--- src/design/temp_limit_pkg.sv ---
// Purpose: Shared constants, carriers and states for the limit register bank.
// Assumes: Two-wire bus sampled on the 20 MHz core clock.
// Notes: Limit and result words are 12-bit two's complement, left aligned.
package temp_limit_pkg;

   // Twelve significant bits: one degree per upper-byte step, 1/16 degree per nibble step.
   typedef struct packed {
      logic [7:0] upper_byte;
      logic [3:0] fraction_nibble;
   } limit_t;

   typedef enum logic [2:0] {
      ST_IDLE,
      ST_ADDR,
      ST_PTR,
      ST_WDATA,
      ST_ACK,
      ST_RDATA,
      ST_RACK
   } bus_state_t;

   localparam logic [1:0] PTR_RESULT = 2'h0;
   localparam logic [1:0] PTR_CONFIG = 2'h1;
   localparam logic [1:0] PTR_LOW = 2'h2;
   localparam logic [1:0] PTR_HIGH = 2'h3;
   localparam logic [1:0] PTR_RESET = 2'h0;
   localparam logic [15:0] LOW_RESET = 16'h4B00;
   localparam logic [15:0] HIGH_RESET = 16'h5000;
   localparam logic [3:0] RESERVED_BITS = 4'h0;
   localparam logic [3:0] BITS_PER_BYTE = 4'h8;
   localparam logic [3:0] BIT_COUNT_RESET = 4'h0;
   localparam logic [7:0] BYTE_RESET = 8'h00;
   localparam int FIELD_MSB = 15;
   localparam int FIELD_LSB = 4;
   localparam int PIN_SCL = 0;
   localparam int PIN_SDA = 1;
   localparam int PIN_STRAP_LSB = 2;
   localparam int PIN_COUNT = 5;
   localparam logic [4:0] PIN_SYNC_RESET = 5'h03;

endpackage

--- src/design/temp_limit_registers.sv ---
// Purpose: Pointer-selected limit registers behind a two-wire slave, with open-drain alert.
// Assumes: Bus clock no faster than about a tenth of the core clock; result from same clock.
// Notes: Configuration pointer reads zero and ignores writes; conversion lives elsewhere.
`timescale 1ns/1ps
// Overview of operation
// - The low-limit register sits at pointer 2 and resets to 4B00h, which is 75 degrees.
// - Low-limit bits 15 to 8 hold the upper limit byte in one-degree steps.
// - Low-limit bits 7 to 4 hold the fraction nibble in sixteenth-degree steps.
// - The high-limit register sits at pointer 3 and resets to 5000h, which is 80 degrees.
// - High-limit bits 15 to 8 hold the upper limit byte in one-degree steps.
// - High-limit bits 7 to 4 hold the fraction nibble in sixteenth-degree steps.
// - Three strap pins select one of eight slave addresses.
// - Alert is pulled only while the result lies beyond the limits, so lines can be shared.
// - Data and alert pins only pull low or release and never drive high.
// - The two low bits of the pointer byte select the register used by later transfers.
// - The result uses the same left-aligned format as the limits so they compare directly.
module temp_limit_registers
   import temp_limit_pkg::*;
#(
   parameter logic [3:0] BUS_ADDR_HI = 4'h9
) (
   // Clock and reset
   input wire logic core_clk_in,
   input wire logic rst_n_in,
   // Two-wire bus pins
   input wire logic scl_in,
   input wire logic sda_in,
   output logic sda_out,
   output logic sda_oe_out,
   // Address straps
   input wire logic addr_strap_0_in,
   input wire logic addr_strap_1_in,
   input wire logic addr_strap_2_in,
   // Conversion result and alert pin
   input wire limit_t result_in,
   output logic alert_out,
   output logic alert_oe_out
);
   logic [PIN_COUNT-1:0] pins;
   logic scl_q, sda_q, scl_rise, scl_fall, start_seen, stop_seen, beyond;
   logic [6:0] own_addr;
   bus_state_t st_q, st_d, nxt_q, nxt_d;
   logic [3:0] cnt_q, cnt_d;
   logic [7:0] sh_q, sh_d, wbyte_q, wbyte_d;
   logic [1:0] ptr_q, ptr_d;
   logic bidx_q, bidx_d, sda_oe_q, sda_oe_d, alert_oe_q, alert_oe_d;
   limit_t low_q, low_d, high_q, high_d;

   pin_sync #(.WIDTH(PIN_COUNT), .RESET_VAL(PIN_SYNC_RESET)) u_pin_sync (
      .core_clk_in(core_clk_in),
      .rst_n_in(rst_n_in),
      .async_in({addr_strap_2_in, addr_strap_1_in, addr_strap_0_in, sda_in, scl_in}),
      .sync_out(pins)
   );

   // A limit or result word as seen on the bus, reserved nibble forced to zero.
   function automatic logic [15:0] to_word(input limit_t v);
      to_word = {v, RESERVED_BITS};
   endfunction

   function automatic logic [7:0] read_byte(input logic [1:0] ptr, input logic second,
                                            input limit_t res, input limit_t lo,
                                            input limit_t hi);
      logic [15:0] w;
      unique case (ptr)
         PTR_RESULT: w = to_word(res);
         PTR_CONFIG: w = 16'h0000;
         PTR_LOW: w = to_word(lo);
         PTR_HIGH: w = to_word(hi);
      endcase
      read_byte = second ? w[7:0] : w[15:8];
   endfunction

   assign scl_rise = pins[PIN_SCL] && !scl_q;
   assign scl_fall = !pins[PIN_SCL] && scl_q;
   assign start_seen = pins[PIN_SCL] && scl_q && sda_q && !pins[PIN_SDA];
   assign stop_seen = pins[PIN_SCL] && scl_q && !sda_q && pins[PIN_SDA];
   assign own_addr = {BUS_ADDR_HI, pins[PIN_STRAP_LSB+2:PIN_STRAP_LSB]};
   // Signed compare works because both sides share one left-aligned format.
   assign beyond = ($signed(result_in) < $signed(low_q)) ||
                   ($signed(result_in) > $signed(high_q));

   always_comb begin
      st_d = st_q;
      nxt_d = nxt_q;
      cnt_d = cnt_q;
      sh_d = sh_q;
      wbyte_d = wbyte_q;
      ptr_d = ptr_q;
      bidx_d = bidx_q;
      sda_oe_d = sda_oe_q;
      low_d = low_q;
      high_d = high_q;
      alert_oe_d = beyond;
      if (start_seen) begin
         st_d = ST_ADDR;
         cnt_d = BIT_COUNT_RESET;
         sda_oe_d = 1'b0;
      end else if (stop_seen) begin
         st_d = ST_IDLE;
         sda_oe_d = 1'b0;
      end else begin
         unique case (st_q)
            ST_IDLE: begin
               sda_oe_d = 1'b0;
            end
            ST_ADDR, ST_PTR, ST_WDATA: begin
               if (scl_rise && cnt_q != BITS_PER_BYTE) begin
                  sh_d = {sh_q[6:0], pins[PIN_SDA]};
                  cnt_d = cnt_q + 4'h1;
               end
               if (scl_fall && cnt_q == BITS_PER_BYTE) begin
                  cnt_d = BIT_COUNT_RESET;
                  st_d = ST_ACK;
                  sda_oe_d = 1'b1;
                  if (st_q == ST_ADDR) begin
                     bidx_d = 1'b0;
                     nxt_d = sh_q[0] ? ST_RDATA : ST_PTR;
                     if (sh_q[7:1] != own_addr) begin
                        st_d = ST_IDLE;
                        sda_oe_d = 1'b0;
                     end
                  end else if (st_q == ST_PTR) begin
                     ptr_d = sh_q[1:0];
                     nxt_d = ST_WDATA;
                  end else begin
                     nxt_d = ST_WDATA;
                     bidx_d = !bidx_q;
                     if (!bidx_q) begin
                        wbyte_d = sh_q;
                     end else if (ptr_q == PTR_LOW) begin
                        low_d = '{upper_byte: wbyte_q, fraction_nibble: sh_q[7:4]};
                     end else if (ptr_q == PTR_HIGH) begin
                        high_d = '{upper_byte: wbyte_q, fraction_nibble: sh_q[7:4]};
                     end
                  end
               end
            end
            ST_ACK: begin
               if (scl_fall) begin
                  st_d = nxt_q;
                  sda_oe_d = 1'b0;
                  if (nxt_q == ST_RDATA) begin
                     sh_d = read_byte(ptr_q, bidx_q, result_in, low_q, high_q);
                     sda_oe_d = !sh_d[7];
                  end
               end
            end
            ST_RDATA: begin
               if (scl_rise) begin
                  cnt_d = cnt_q + 4'h1;
               end
               if (scl_fall) begin
                  if (cnt_q == BITS_PER_BYTE) begin
                     cnt_d = BIT_COUNT_RESET;
                     sda_oe_d = 1'b0;
                     st_d = ST_RACK;
                  end else begin
                     sh_d = {sh_q[6:0], 1'b0};
                     sda_oe_d = !sh_q[6];
                  end
               end
            end
            ST_RACK: begin
               if (scl_rise && pins[PIN_SDA]) begin
                  st_d = ST_IDLE;
               end else if (scl_fall) begin
                  bidx_d = !bidx_q;
                  sh_d = read_byte(ptr_q, !bidx_q, result_in, low_q, high_q);
                  sda_oe_d = !sh_d[7];
                  st_d = ST_RDATA;
               end
            end
            default: begin
               st_d = ST_IDLE;
               sda_oe_d = 1'b0;
            end
         endcase
      end
   end

   always_ff @(posedge core_clk_in) begin
      if (!rst_n_in) begin
         scl_q <= 1'b1;
         sda_q <= 1'b1;
         st_q <= ST_IDLE;
         nxt_q <= ST_IDLE;
         cnt_q <= BIT_COUNT_RESET;
         sh_q <= BYTE_RESET;
         wbyte_q <= BYTE_RESET;
         ptr_q <= PTR_RESET;
         bidx_q <= 1'b0;
         sda_oe_q <= 1'b0;
         alert_oe_q <= 1'b0;
         low_q <= LOW_RESET[FIELD_MSB:FIELD_LSB];
         high_q <= HIGH_RESET[FIELD_MSB:FIELD_LSB];
      end else begin
         scl_q <= pins[PIN_SCL];
         sda_q <= pins[PIN_SDA];
         st_q <= st_d;
         nxt_q <= nxt_d;
         cnt_q <= cnt_d;
         sh_q <= sh_d;
         wbyte_q <= wbyte_d;
         ptr_q <= ptr_d;
         bidx_q <= bidx_d;
         sda_oe_q <= sda_oe_d;
         alert_oe_q <= alert_oe_d;
         low_q <= low_d;
         high_q <= high_d;
      end
   end

   // Open-drain pins: the level is always low, the enable decides whether it pulls.
   assign sda_out = 1'b0;
   assign alert_out = 1'b0;
   assign sda_oe_out = sda_oe_q;
   assign alert_oe_out = alert_oe_q;

   logic wcommit;
   assign wcommit = st_q == ST_WDATA && scl_fall && cnt_q == BITS_PER_BYTE && bidx_q &&
                    !start_seen && !stop_seen;
endmodule // temp_limit_registers

--- src/design/pin_sync.sv ---
// Purpose: Two-stage synchroniser for pins that arrive from outside the core clock.
// Assumes: Pins are slow compared with the core clock.
// Notes: Only the second stage is visible to the rest of the design.
`timescale 1ns/1ps
module pin_sync #(
   parameter int WIDTH = 1,
   parameter logic [WIDTH-1:0] RESET_VAL = '0
) (
   // Clock and reset
   input wire logic core_clk_in,
   input wire logic rst_n_in,
   // Pins and their synchronised copies
   input wire logic [WIDTH-1:0] async_in,
   output logic [WIDTH-1:0] sync_out
);
   logic [WIDTH-1:0] meta_q;
   logic [WIDTH-1:0] stable_q;

   always_ff @(posedge core_clk_in) begin
      if (!rst_n_in) begin
         meta_q <= RESET_VAL;
         stable_q <= RESET_VAL;
      end else begin
         meta_q <= async_in;
         stable_q <= meta_q;
      end
   end

   assign sync_out = stable_q;
endmodule // pin_sync

--- config.mk ---
export PLATFORM = sky130hd
export DESIGN_NAME = temp_limit_registers
export DESIGN_NICKNAME = d
export VERILOG_FILES = /design/src/design/temp_limit_pkg.sv /design/src/design/temp_limit_registers.sv /design/src/design/pin_sync.sv
export SDC_FILE = /design/constraint.sdc
export NUM_CORES = 1
export LEC_CHECK = 0
export BUFFER_PORTS_ARGS = -buffer_cell sky130_fd_sc_hd__buf_2
export CAP_MARGIN = 5
export CORE_MARGIN = 3
export CORE_UTILIZATION = 50
export DETAILED_ROUTE_END_ITERATION = 8
export PLACE_DENSITY = 0.68
export SKIP_LAST_GASP = 1
export SLEW_MARGIN = 0
export SYNTH_ARGS = -nofsm -noshare
export SYNTH_HDL_FRONTEND = slang
export SYNTH_HIERARCHICAL = 1
export SYNTH_SLANG_ARGS = --single-unit
export TNS_END_PERCENT = 50
--- constraint.sdc ---
create_clock -name core_clk_in -period 2.2 [get_ports core_clk_in]
set_clock_uncertainty 0.15 [all_clocks]
set_input_delay 0.33 -clock core_clk_in [delete_from_list [all_inputs] [get_ports core_clk_in]]
set_output_delay 0.33 -clock core_clk_in [all_outputs]
set_load 0.01 [all_outputs]
== Word-level counts from Yosys, hierarchy flattened ==
Index checks and enable logic that the tools add are counted.
Word-level totals
  input port bits: 19
  bits in registers: 67
  output and inout port bits: 4
Cells by class
  equality and inequality tests: 31
  bitwise logic cells: 8
  reductions and logical operators: 38
  add/subtract/negate cells: 1
  order comparisons: 2
  multiplexer cells: 56
Operator list (count)
  $mux W16: 10
  $mux W8: 9
  $pmux W16 S4: 1
  $pmux W8 S4: 1
  $mux W3: 10
  $mux W4: 5
  $ne A4 B4 Y1 const B: 5
  $ne A2 B2 Y1 const B: 9
  $reduce_and A6 Y1: 3
  $mux W1: 16
  $pmux W3 S5: 1
  $reduce_and A7 Y1: 2
  $eq A3 B3 Y1 const B: 4
  $gt A12 B12 Y1: 1
  $lt A12 B12 Y1: 1
  $ne A3 B3 Y1 const B: 4
  $logic_and A1 B1 Y1: 10
  $reduce_and A10 Y1: 1
  $reduce_and A9 Y1: 1
  $logic_not A1 Y1: 8
  $not A1 Y1: 8
  $pmux W4 S2: 1
  $reduce_and A8 Y1: 1
  $ne A7 B7 Y1: 1
  19 further kinds: 23

== Longest topological paths before layout ==
Gate-level depths: netlist (run 1).
  depth in word-level cells: 12
  depth in mapped cells: 9
  depth with buffers taken out: 7

== Modules after synthesis ==
Netlist (run 1), hierarchy kept.
Modules (own cells, without submodules)
  temp_limit_registers: area each 3627.2 um^2, sequential area each 1141.1 um^2, instances 1, cells each 429
  pin_sync: area each 262.8 um^2, sequential area each 200.2 um^2, instances 1, cells each 20

== Worst setup path before layout (run 1) ==
No wires, ideal clock.
  kind: register -> register
  start point: register cnt_q[0]
  end point: register sh_q[2]
  clock period less this slack: 1.915 ns
  path buffers: 2
  data required time: 1.934 ns
  setup time: 0.116 ns
  arrival: 1.649 ns
  stages on the path, launching flop included: 10
  path slack: 0.285 ns
  path through: dfxtp_1 > inv_1 > ha_1 > and3b_1 > buf_2 > nor3b_1 > o22a_1 > buf_4 > nand2_1 > o211a_1
On the way
  cells in the longest elaborated chain, start to end: 4
  elaborated cells between the ends (all ways): 6
  classes of those cells: eq/ne: 4; reduce/logical: 2
RTL lines
  from (decl): line temp_limit_registers.sv:43  | logic [3:0] cnt_q, cnt_d;
  from (signal assigned): line temp_limit_registers.sv:202  | cnt_q <= cnt_d;
  $ne A4 B4 Y1: line temp_limit_registers.sv:108  | if (scl_rise && cnt_q != BITS_PER_BYTE) begin
  $logic_and A1 B1 Y1: line temp_limit_registers.sv:108
  $ne A2 B2 Y1 (no source line)
  $reduce_and A10 Y1 (no source line) (*)
  to (signal assigned): line temp_limit_registers.sv:189  | sh_q <= BYTE_RESET;
  to (signal assigned): line temp_limit_registers.sv:203  | sh_q <= sh_d;
  to (decl): line temp_limit_registers.sv:44  | logic [7:0] sh_q, sh_d, wbyte_q, wbyte_d;
Mark *: on every way between the ends. The rest lies on a longest branch, timed or not.
A chain may end at the register's enable or synchronous reset.

== Final worst setup path (run 1) ==
  start point: register cnt_q[0]
  end point: register sh_q[0]
The elaborated chain is that of the path after synthesis.

==> impl_metrics.xml, run 1 <==
<?xml version="1.0" encoding="UTF-8"?>
<metrics>
  <group name="synth">
    <metric name="ys_seq_elements" unit="">67</metric>
    <metric name="synth.lib_cells_used.distinct" unit="">65</metric>
    <metric name="synth.avg_cell_area" unit="um2">8.664</metric>
    <metric name="netlist_top_cells_count" unit="">sky130_fd_sc_hd__dfxtp_1, sky130_fd_sc_hd__nand2_1, sky130_fd_sc_hd__inv_1, sky130_fd_sc_hd__ha_1</metric>
    <metric name="synth_edf_count" unit="">0</metric>
    <metric name="synth_top_flop_cell" unit="">sky130_fd_sc_hd__dfxtp_1</metric>
    <metric name="sequential_element_share_of_the_synthesized_area" unit="">0.3448</metric>
    <metric name="async_flop_share" unit="">0</metric>
    <metric name="synth_largest_type_area_fraction" unit="">0.3448</metric>
    <metric name="yosysMostFrequentCell" unit="">sky130_fd_sc_hd__dfxtp_1</metric>
    <metric name="syn-instance-count" unit="">449</metric>
    <metric name="post_synth_main_area_contributors" unit="">sky130_fd_sc_hd__dfxtp_1, sky130_fd_sc_hd__ha_1, sky130_fd_sc_hd__nand2_1</metric>
    <metric name="synth.cell_area" unit="um2">3890</metric>
    <metric name="synthesis.yosys.warnings" unit="">6</metric>
    <metric name="post-synth-top-area-cell" unit="">sky130_fd_sc_hd__dfxtp_1</metric>
  </group>
  <group name="worst_setup_path">
    <metric name="start_kind" unit="">flip-flop</metric>
    <metric name="timing.critical_path.fanout_max" unit="">15</metric>
    <metric name="criticalPathCategory" unit="">reg2reg</metric>
    <metric name="arrival" unit="ns">2.12</metric>
    <metric name="worst_setup_path_end_kind" unit="">flip-flop</metric>
    <metric name="crit_required" unit="ns">2.30</metric>
  </group>
  <group name="sta">
    <metric name="report.final.setup_viol" unit="">0</metric>
    <metric name="unrepaired_setup_endpoints_after_global_routing" unit="">no</metric>
    <metric name="slew_violations" unit="">0</metric>
    <metric name="slew_headroom" unit="">0.6679</metric>
    <metric name="worst_slew_pin_slew" unit="ns">0.4929</metric>
    <metric name="finalCriticalPeriod" unit="ns">2.016</metric>
    <metric name="setup-tns-final" unit="ns">0</metric>
    <metric name="fmax" unit="MHz">496.0</metric>
    <metric name="post-route-period-util" unit="">0.9165</metric>
    <metric name="finalHoldViolations" unit="">0</metric>
  </group>
  <group name="finish">
    <metric name="instances_no_fill" unit="">576</metric>
    <metric name="final_core_utilization" unit="">0.5825</metric>
    <metric name="regArea" unit="um2">1341</metric>
    <metric name="antenna_cells_inserted" unit="">0</metric>
    <metric name="final.fill_count" unit="">672</metric>
    <metric name="final_layout_size_suffix_gt1_frac" unit="">0.1488</metric>
    <metric name="fin_area" unit="um2">4315</metric>
    <metric name="syn2layout_area_growth" unit="%">10.94</metric>
    <metric name="multi_input_area" unit="um2">2295</metric>
    <metric name="fin_nets" unit="">516</metric>
  </group>
  <group name="clock_tree">
    <metric name="clock_tree.root_cell" unit="">sky130_fd_sc_hd__clkbuf_8</metric>
    <metric name="inserted_clock_buffers" unit="">9</metric>
    <metric name="clock_sink_count" unit="">67</metric>
    <metric name="cts_repair_resize_count" unit="">0</metric>
    <metric name="clock_tree_from_tritoncts" unit="">built</metric>
    <metric name="clk_latency" unit="ns">0.35</metric>
    <metric name="clkSlewWorstSetupHoldPaths" unit="ns">0.08</metric>
    <metric name="htreeDepth" unit="">3</metric>
    <metric name="cts.path.max_buffers" unit="">2</metric>
  </group>
  <group name="global_route">
    <metric name="grt_start_max_net_pins" unit="">31</metric>
    <metric name="vias_in_the_first_global_route" unit="">3021</metric>
    <metric name="wire_length_of_the_first_global_routing_pass" unit="um">14770</metric>
    <metric name="grt_overflow" unit="">0</metric>
    <metric name="grtUsageTotal" unit="">0.2166</metric>
    <metric name="grt_antenna_before_repair" unit="">0</metric>
  </group>
  <group name="route">
    <metric name="drt_drc_violations_left" unit="">0</metric>
    <metric name="avgViaCountPerCell" unit="">5.616</metric>
    <metric name="dr_total_vias" unit="">3235</metric>
    <metric name="drt_first_iter_violations" unit="">155</metric>
    <metric name="detail_route.first_pass.iterations" unit="">4</metric>
    <metric name="finalWirelength" unit="um">9083</metric>
    <metric name="drtAntennaViolNets" unit="">0</metric>
    <metric name="routedWlPerCell" unit="um">15.77</metric>
  </group>
  <group name="min_path">
    <metric name="worstHoldPathType" unit="">in2reg</metric>
  </group>
  <group name="floorplanning">
    <metric name="boundaryPins" unit="">23</metric>
    <metric name="std_cell_rows" unit="">31</metric>
    <metric name="initial_core_util" unit="">0.5251</metric>
    <metric name="fp.dieArea" unit="um2">8875</metric>
    <metric name="dieHeight" unit="um">94.21</metric>
    <metric name="core" unit="um2">7408</metric>
    <metric name="horizontal_die_dimension" unit="um">94.21</metric>
  </group>
  <group name="place">
    <metric name="post_dp_cell_area" unit="um2">4098</metric>
    <metric name="place.gp.congestion" unit="">0.8849</metric>
    <metric name="dpl.hpwl" unit="um">6731</metric>
    <metric name="place_inst" unit="">558</metric>
    <metric name="port_buffers" unit="">20</metric>
  </group>
  <group name="pwr">
    <metric name="cellPowerDensity" unit="nW/um2">567.4</metric>
    <metric name="leakage" unit="nW">1.760</metric>
    <metric name="post-layout-total-power" unit="mW">2.448</metric>
    <metric name="power.ir.vdd_worst" unit="mV">0.3785</metric>
  </group>
  <group name="status">
    <metric name="status" unit="">completed</metric>
  </group>
  <group name="job">
    <metric name="drv.max_cap_violation_count" unit="">0</metric>
  </group>
</metrics>
[path summary, 6_finish.rpt]
path / end / slack (ns) / start / cells past startpoint
worst max-delay path: sh_q[0] / 0.18 / cnt_q[0] / 8
worst min-delay path: u_pin_sync/meta_q[2] / 0.03 / addr_strap_0_in / 2
worst max register to register: sh_q[0] / 0.18 / cnt_q[0] / 8
worst min register to register: u_pin_sync/sync_out[0] / 0.26 / u_pin_sync/meta_q[0] / 1
[state kept, by name (all words and copies together) (netlist names), 2 cells and up]
register             flops
cnt_q                    4
high_q                  12
low_q                   12
nxt_q                    3
ptr_q                    2
sh_q                     8
st_q                     3
u_pin_sync/meta_q        5
u_pin_sync/sync_out      5
wbyte_q                  8
[area by class of cell]
cell class              instances  share of cell area
multi-input cells             327              0.5317
clock inverters                 7             0.01711
repair buffers                 37             0.05683
inverters                      30             0.02609
flip-flops and latches         67              0.3108
well taps                      99             0.02870
clock buffers                   9             0.02870
[timing repair]
item	CTS	global route
endpoints found under the setup margin	0	0
hold buffers	2	0
hold endpoints to repair	2	0
setup buffers	0	0
[metal layers]
layer,GRT usage,up-vias,part of all wire
met5,0,-,0
met4,0.06739,0,0.016
met3,0.04808,13,0.048
met2,0.3440,68,0.46
met1,0.2921,1506,0.48
li1,-,1648,-
[cell usage in the layout (no fill, tap or decap), types with 13 or more instances in the layout]
cell                        n
sky130_fd_sc_hd__dfxtp_1   67
sky130_fd_sc_hd__nand2_1   62
sky130_fd_sc_hd__inv_1     30
sky130_fd_sc_hd__ha_1      25
sky130_fd_sc_hd__buf_2     20
sky130_fd_sc_hd__o21ai_0   16
sky130_fd_sc_hd__nor2_1    16
sky130_fd_sc_hd__a21oi_1   15
sky130_fd_sc_hd__buf_4     14
sky130_fd_sc_hd__nand2b_1  13
sky130_fd_sc_hd__a21boi_0  13
[kinds of logic (layout without fill, tap and decap cells)]
| kind of cell | after synthesis | in the layout | share of synthesized area |
|---|---|---|---|
| AO/OA/AOI/OAI | 121 | 121 | 0.2261 |
| AND/OR/NAND/NOR | 149 | 149 | 0.2023 |
| XOR/XNOR | 6 | 6 | 0.01351 |
| flip-flops | 67 | 67 | 0.3448 |
| multiplexers | 24 | 24 | 0.06562 |
| other | 1 | 2 | 0.0009640 |
| buffers and inverters | 56 | 83 | 0.06626 |
| adder cells (fa/ha/maj) | 25 | 25 | 0.08041 |
[worst max-delay path, cell delays in order, from the launching register on]
cell and delay [ns]:
sky130_fd_sc_hd__dfxtp_1 0.36, sky130_fd_sc_hd__inv_1 0.08, sky130_fd_sc_hd__ha_1 0.24, sky130_fd_sc_hd__and3b_1 0.25
sky130_fd_sc_hd__nor3b_1 0.25, sky130_fd_sc_hd__o22a_1 0.20, sky130_fd_sc_hd__buf_4 0.21, sky130_fd_sc_hd__nand2_1 0.07
sky130_fd_sc_hd__o211a_1 0.12
[through the flow]
step           hold WS (ns)  setup WS [ns]
2_1_floorplan        0.2363         0.2851
3_3_place_gp         0.2409         0.2653
3_5_place_dp         0.2455         0.2065
4_1_cts             0.01584         0.1865
5_1_grt            0.002879        0.02876
6_report            0.03349         0.1837
[power by group]
group	internal (mW)	leakage [nW]	switching, mW
sequential	1.22	0.543	0.0105
clock	0.531	0.100	0.519
combinational	0.0765	1.12	0.0868
Power figures use the tool's default switching activity.
==> run 2: changes to the inputs <==
ABC_AREA = 0   (was default)
PLACE_DENSITY = 0.7   (was 0.68)
clock period = 1.65 ns   (was 2.2 ns; I/O delays follow)
==> run 2 against run 1 <==
The run now ends with negative setup slack left. Critical endpoint is now sh_q[7]. Register-to-register slack got worse by 0.36 ns. Cell count grew 16%. Core utilization increased by 16 points. Worst hold slack better by 0.10 ns. Sequential cell count unchanged. Maximum frequency rose by 10%. Wire length rose by 22%. Clock-buffer cell count up 1. Clock power up 35%. Critical path type unchanged. Design area is 27% higher. Die area unchanged.
==> impl_metrics.xml, run 2 (synthesis results as in run 1) <==
<?xml version="1.0" encoding="UTF-8"?>
<metrics>
  <group name="status">
    <metric name="status" unit="">finished, violations left</metric>
    <metric name="violations" unit="">negative setup slack</metric>
  </group>
  <group name="finish">
    <metric name="antenna_cells_inserted" unit="">0</metric>
    <metric name="final_layout_size_suffix_gt1_frac" unit="">0.4042</metric>
    <metric name="layout.cells.most_common_list" unit="">sky130_fd_sc_hd__buf_4, sky130_fd_sc_hd__nand2_1, sky130_fd_sc_hd__dfxtp_1, sky130_fd_sc_hd__inv_1, sky130_fd_sc_hd__buf_2</metric>
    <metric name="reg_top3" unit="">high_q x12, low_q x12</metric>
    <metric name="instances_no_fill" unit="">668</metric>
    <metric name="layout.cells.most_common" unit="">sky130_fd_sc_hd__buf_4</metric>
    <metric name="fin_area" unit="um2">5485</metric>
    <metric name="syn2layout_area_growth" unit="%">41.01</metric>
    <metric name="final_core_utilization" unit="">0.7404</metric>
    <metric name="fin_nets" unit="">608</metric>
  </group>
  <group name="place">
    <metric name="place.gp.congestion" unit="">0.8507</metric>
    <metric name="port_buffers" unit="">20</metric>
    <metric name="post_dp_cell_area" unit="um2">4743</metric>
    <metric name="place_inst" unit="">633</metric>
    <metric name="dpl.hpwl" unit="um">7442</metric>
    <metric name="dp_slack" unit="ns">-0.1750</metric>
  </group>
  <group name="sta">
    <metric name="report.final.setup_viol" unit="">52</metric>
    <metric name="fmax" unit="MHz">548.0</metric>
    <metric name="fin_ws" unit="ns">-0.1748</metric>
    <metric name="worst_slew_pin_slew" unit="ns">0.6245</metric>
    <metric name="slew_headroom" unit="">0.5793</metric>
    <metric name="unrepaired_setup_endpoints_after_global_routing" unit="">yes</metric>
    <metric name="post-route-period-util" unit="">1.106</metric>
    <metric name="slew_violations" unit="">0</metric>
    <metric name="finalCriticalPeriod" unit="ns">1.825</metric>
    <metric name="finalHoldViolations" unit="">0</metric>
    <metric name="fin_worst_hold_slack" unit="ns">0.1335</metric>
  </group>
  <group name="route">
    <metric name="drtAntennaViolNets" unit="">0</metric>
    <metric name="detail_route.first_pass.iterations" unit="">5</metric>
    <metric name="routedWlPerCell" unit="um">16.59</metric>
    <metric name="drt_drc_violations_left" unit="">0</metric>
    <metric name="avgViaCountPerCell" unit="">5.582</metric>
    <metric name="dr_total_vias" unit="">3729</metric>
    <metric name="drt_first_iter_violations" unit="">227</metric>
    <metric name="finalWirelength" unit="um">11090</metric>
  </group>
  <group name="clock_tree">
    <metric name="cts.path.max_buffers" unit="">2</metric>
    <metric name="clock_tree.root_cell" unit="">sky130_fd_sc_hd__clkbuf_8</metric>
    <metric name="inserted_clock_buffers" unit="">9</metric>
    <metric name="clock_tree_from_tritoncts" unit="">built</metric>
    <metric name="clk_latency" unit="ns">0.36</metric>
    <metric name="clkSlewWorstSetupHoldPaths" unit="ns">0.08</metric>
    <metric name="clock_sink_count" unit="">67</metric>
    <metric name="htreeDepth" unit="">3</metric>
  </group>
  <group name="job">
    <metric name="drv.max_cap_violation_count" unit="">0</metric>
  </group>
  <group name="floorplanning">
    <metric name="boundaryPins" unit="">23</metric>
    <metric name="initial_core_util" unit="">0.5251</metric>
    <metric name="std_cell_rows" unit="">31</metric>
    <metric name="core" unit="um2">7408</metric>
    <metric name="horizontal_die_dimension" unit="um">94.21</metric>
    <metric name="dieHeight" unit="um">94.21</metric>
    <metric name="fp.dieArea" unit="um2">8875</metric>
  </group>
  <group name="worst_setup_path">
    <metric name="critical_path.slowest_cell" unit="">sky130_fd_sc_hd__dfxtp_2</metric>
    <metric name="max_stage_delay" unit="ns">0.36</metric>
    <metric name="path_cells" unit="">buf_4, mux2_2, a22o_4, mux2i_2, o211ai_1, o211a_1</metric>
    <metric name="worst_setup_path_end_kind" unit="">flip-flop</metric>
    <metric name="criticalPathCategory" unit="">reg2reg</metric>
    <metric name="crit_required" unit="ns">1.75</metric>
    <metric name="start_kind" unit="">flip-flop</metric>
    <metric name="timing.critical_path.fanout_max" unit="">3</metric>
    <metric name="arrival" unit="ns">1.93</metric>
  </group>
  <group name="global_route">
    <metric name="wire_length_of_the_first_global_routing_pass" unit="um">16940</metric>
    <metric name="grt_overflow" unit="">0</metric>
    <metric name="grt_start_max_net_pins" unit="">51</metric>
    <metric name="grtUsageTotal" unit="">0.2447</metric>
    <metric name="grt_antenna_before_repair" unit="">0</metric>
    <metric name="vias_in_the_first_global_route" unit="">3570</metric>
  </group>
  <group name="pwr">
    <metric name="cellPowerDensity" unit="nW/um2">614.8</metric>
    <metric name="leakage" unit="nW">2.304</metric>
    <metric name="power.ir.vdd_worst" unit="mV">0.4822</metric>
  </group>
  <group name="min_path">
    <metric name="worstHoldPathType" unit="">in2reg</metric>
  </group>
</metrics>
## run 2: changes by cell type in the layout (fill, tap and decap cells not counted), sizes merged
cell / delta
buf: +86
dlygate4sd3: +3
clkinvlp: +1
clkinv: -2
clkbuf: +4
## run 2: through the flow
step / setup TNS (ns) / power [mW]
floorplan: -0.4748 / 1.826
global placement: -1.996 / 1.934
detailed placement: -3.520 / 1.942
CTS: -1.988 / 3.379
global route: -8.364 / 3.494
finish: -4.453 / 3.372
## run 2: per-layer routing
metal / share of wire / track usage
met5: 0 / 0
met2: 0.48 / 0.3930
met3: 0.053 / 0.05689
met4: 0.019 / 0.07220
met1: 0.45 / 0.3262
## run 2: area by class of cell
class | instances | area, um2
multi-input cells | 327 | 2608
fillers | 523 | 1923
flip-flops and latches | 67 | 1365
repair buffers | 129 | 1077
clock buffers | 10 | 127.6
well taps | 99 | 123.9
inverters | 30 | 112.6
clock inverters | 6 | 71.32
## run 2: timing repair
item | in CTS | in global routing
hold buffers | 5 | 0
hold endpoints to repair | 5 | 0
buffers inserted | 3 | 8
setup endpoints to repair | 43 | 53
resized for setup | 38 | 53
cloned | 0 | 3
pin swaps | 9 | 27
## run 2: power breakdown
part,switching [mW],leakage [nW],internal [mW]
sequential,0.0129,0.547,1.63
clock,0.710,0.0939,0.714
combinational,0.145,1.66,0.161
## run 2: critical path: cells and delay by family, from the launching register on
kind / cells / cell delay (ns)
DFF: 1 / 0.36
AOI/OAI and AO/OA: 3 / 0.54
buffers and inverters: 1 / 0.14
muxes: 2 / 0.53
## run 2: worst paths after layout
kind | startpoint | end | slack, ns | cells past startpoint
worst min register to register | u_pin_sync/meta_q[1] | u_pin_sync/sync_out[1] | 0.27 | 1
worst max-delay path | ptr_q[0] | sh_q[7] | -0.17 | 6
worst max register to register | ptr_q[0] | sh_q[7] | -0.17 | 6
worst min-delay path | rst_n_in | sda_q | 0.13 | 3
==> run 3: changes to the inputs <==
BUFFER_PORTS_ARGS = default   (was -buffer_cell sky130_fd_sc_hd__buf_2)
DONT_BUFFER_PORTS = 1   (was default)
PLACE_DENSITY = default   (was 0.7)
clock period = 1.7 ns   (was 1.65 ns; I/O delays follow)
==> run 3 against run 2 <==
The run still ends with negative setup slack left. Sequential cell count did not move. Register-to-register slack improved by 0.07 ns. Maximum frequency rose by 0.90%. Total power fell by 0.49%. Global-route usage fell by 0.43 points. Largest cell class unchanged. Largest power group unchanged.
==> impl_metrics.xml, run 3 (synthesis results as in run 1) <==
<?xml version="1.0" encoding="UTF-8"?>
<metrics>
  <group name="sta">
    <metric name="fmax" unit="MHz">552.9</metric>
    <metric name="finalHoldViolations" unit="">0</metric>
    <metric name="slew_violations" unit="">0</metric>
    <metric name="fin_ws" unit="ns">-0.1086</metric>
    <metric name="unrepaired_setup_endpoints_after_global_routing" unit="">yes</metric>
    <metric name="finalCriticalPeriod" unit="ns">1.809</metric>
    <metric name="report.final.setup_viol" unit="">34</metric>
    <metric name="post-route-period-util" unit="">1.064</metric>
  </group>
  <group name="route">
    <metric name="wl_met2" unit="um">4643</metric>
    <metric name="maxUsedRoutingLayer" unit="">met4</metric>
    <metric name="detail_route.first_pass.iterations" unit="">6</metric>
    <metric name="drt_drc_violations_left" unit="">0</metric>
    <metric name="finalWirelength" unit="um">10300</metric>
    <metric name="drtAntennaViolNets" unit="">0</metric>
    <metric name="m1WireLength" unit="um">4969</metric>
    <metric name="dr_total_vias" unit="">3501</metric>
    <metric name="drt_first_iter_violations" unit="">181</metric>
    <metric name="routedWlPerCell" unit="um">16.62</metric>
    <metric name="routed_length_on_met3" unit="um">497</metric>
    <metric name="avgViaCountPerCell" unit="">5.647</metric>
  </group>
  <group name="clock_tree">
    <metric name="clock_tree.root_cell" unit="">sky130_fd_sc_hd__clkbuf_8</metric>
    <metric name="clock_sink_count" unit="">67</metric>
    <metric name="clkSlewWorstSetupHoldPaths" unit="ns">0.09</metric>
    <metric name="clock_tree_from_tritoncts" unit="">built</metric>
    <metric name="cts.path.max_buffers" unit="">2</metric>
    <metric name="htreeDepth" unit="">3</metric>
    <metric name="clk_latency" unit="ns">0.37</metric>
    <metric name="inserted_clock_buffers" unit="">9</metric>
  </group>
  <group name="pwr">
    <metric name="seq_power_share" unit="">0.475</metric>
    <metric name="net_switching_component_of_the_power" unit="uW">810.5</metric>
    <metric name="cellPowerDensity" unit="nW/um2">654.0</metric>
    <metric name="clock_share_of_power" unit="">0.454</metric>
    <metric name="combinational_cell_fraction_of_total_power" unit="">0.071</metric>
    <metric name="post-layout-total-power" unit="mW">3.356</metric>
    <metric name="power.ir.vdd_worst" unit="mV">0.5933</metric>
    <metric name="leakage" unit="nW">2.089</metric>
    <metric name="p_int" unit="mW">2.545</metric>
    <metric name="switching_share" unit="">0.2415</metric>
  </group>
  <group name="floorplanning">
    <metric name="fp.dieArea" unit="um2">8875</metric>
    <metric name="boundaryPins" unit="">23</metric>
    <metric name="initial_core_util" unit="">0.5251</metric>
    <metric name="core" unit="um2">7408</metric>
    <metric name="dieHeight" unit="um">94.21</metric>
    <metric name="horizontal_die_dimension" unit="um">94.21</metric>
    <metric name="std_cell_rows" unit="">31</metric>
  </group>
  <group name="finish">
    <metric name="antenna_cells_inserted" unit="">0</metric>
    <metric name="layout.cells.most_common" unit="">sky130_fd_sc_hd__buf_4</metric>
    <metric name="final_layout_size_suffix_gt1_frac" unit="">0.3205</metric>
    <metric name="syn2layout_area_growth" unit="%">31.91</metric>
    <metric name="fin_nets" unit="">560</metric>
    <metric name="reg_top3" unit="">high_q x12, low_q x12</metric>
    <metric name="layout.cells.most_common_list" unit="">sky130_fd_sc_hd__buf_4, sky130_fd_sc_hd__nand2_1, sky130_fd_sc_hd__dfxtp_1, sky130_fd_sc_hd__inv_1, sky130_fd_sc_hd__ha_1</metric>
  </group>
  <group name="place">
    <metric name="dpl.hpwl" unit="um">7124</metric>
    <metric name="place.gp.congestion" unit="">0.8705</metric>
    <metric name="dp_slack" unit="ns">-0.1177</metric>
    <metric name="port_buffers" unit="">0</metric>
  </group>
  <group name="worst_setup_path">
    <metric name="worst-r2r-setup-slack" unit="ns">-0.11</metric>
    <metric name="timing.critical_path.fanout_max" unit="">8</metric>
    <metric name="arrival" unit="ns">1.95</metric>
    <metric name="worst_setup_path_end_kind" unit="">flip-flop</metric>
    <metric name="start_kind" unit="">flip-flop</metric>
    <metric name="criticalPathCategory" unit="">reg2reg</metric>
    <metric name="crit_required" unit="ns">1.84</metric>
  </group>
  <group name="global_route">
    <metric name="grt_antenna_before_repair" unit="">0</metric>
    <metric name="vias_in_the_first_global_route" unit="">3254</metric>
    <metric name="grtUsageTotal" unit="">0.2403</metric>
    <metric name="wire_length_of_the_first_global_routing_pass" unit="um">16240</metric>
    <metric name="grt_start_max_net_pins" unit="">63</metric>
    <metric name="grt_overflow" unit="">0</metric>
  </group>
  <group name="status">
    <metric name="status" unit="">finished, violations left</metric>
    <metric name="violations" unit="">negative setup slack</metric>
  </group>
  <group name="min_path">
    <metric name="worstHoldPathType" unit="">in2reg</metric>
  </group>
  <group name="job">
    <metric name="drv.max_cap_violation_count" unit="">0</metric>
  </group>
</metrics>
-- run 3: stage by stage --
stage	util	instance area (um2)	hold WS (ns)	TNS [ns]	std cells
after global placement	0.6031	4468	0.1835	-0.7350	588
after floorplan	-	3930	0.1780	-0.1670	450
after CTS	0.6570	4867	0.006657	-0.6656	611
after detailed placement	0.6031	4468	0.1846	-1.520	588
final	0.6926	5131	0.01590	-1.665	620
after global routing	0.6926	5131	0.01042	-4.991	620
-- run 3: repair_timing --
action | in CTS | in global routing
buffers inserted | 1 | 7
gates resized for setup | 22 | 47
setup endpoints to repair | 33 | 49
hold endpoints to repair | 62 | 0
hold buffers | 6 | 0
gates cloned | 0 | 2
pin swaps | 6 | 21
-- run 3: layout make-up --
type | instances | area (um2)
Fill cell | 589 | 2277
Clock inverter | 7 | 98.84
Sequential cell | 67 | 1366
Clock buffer | 9 | 123.9
Inverter | 30 | 112.6
Tap cell | 99 | 123.9
Timing Repair Buffer | 81 | 763.2
Multi-Input combinational cell | 327 | 2542
-- run 3: power groups by stage --
stage	logic (mW)	clock network [mW]	registers, mW
finish	0.238	1.52	1.59
global route	0.263	1.62	1.60
detailed placement	0.180	0	1.63
global placement	0.175	0	1.63
floorplan	0.141	0	1.63
CTS	0.223	1.54	1.60
-- run 3: per-layer routing --
metal	vias up	track usage
met5	-	0
met4	0	0.09146
met3	20	0.04808
met2	71	0.3647
met1	1669	0.3345
li1	1741	-
-- run 3: path summary, 6_finish.rpt --
path                   startpoint                      to  cells after the start
min reg2reg  u_pin_sync/meta_q[0]  u_pin_sync/sync_out[0]                      1
min                      rst_n_in    u_pin_sync/meta_q[0]                      2
max                      cnt_q[0]                low_q[3]                      8
max reg2reg              cnt_q[0]                low_q[3]                      8
-- run 3: worst max-delay path, stage by stage (launching register included) --
cell	delay (ns)
sky130_fd_sc_hd__dfxtp_2	0.33
sky130_fd_sc_hd__inv_2	0.07
sky130_fd_sc_hd__ha_4	0.14
sky130_fd_sc_hd__nand3b_4	0.13
sky130_fd_sc_hd__nor2_4	0.22
sky130_fd_sc_hd__and4b_2	0.35
sky130_fd_sc_hd__buf_12	0.15
sky130_fd_sc_hd__nand2_1	0.06
sky130_fd_sc_hd__a21boi_1	0.14
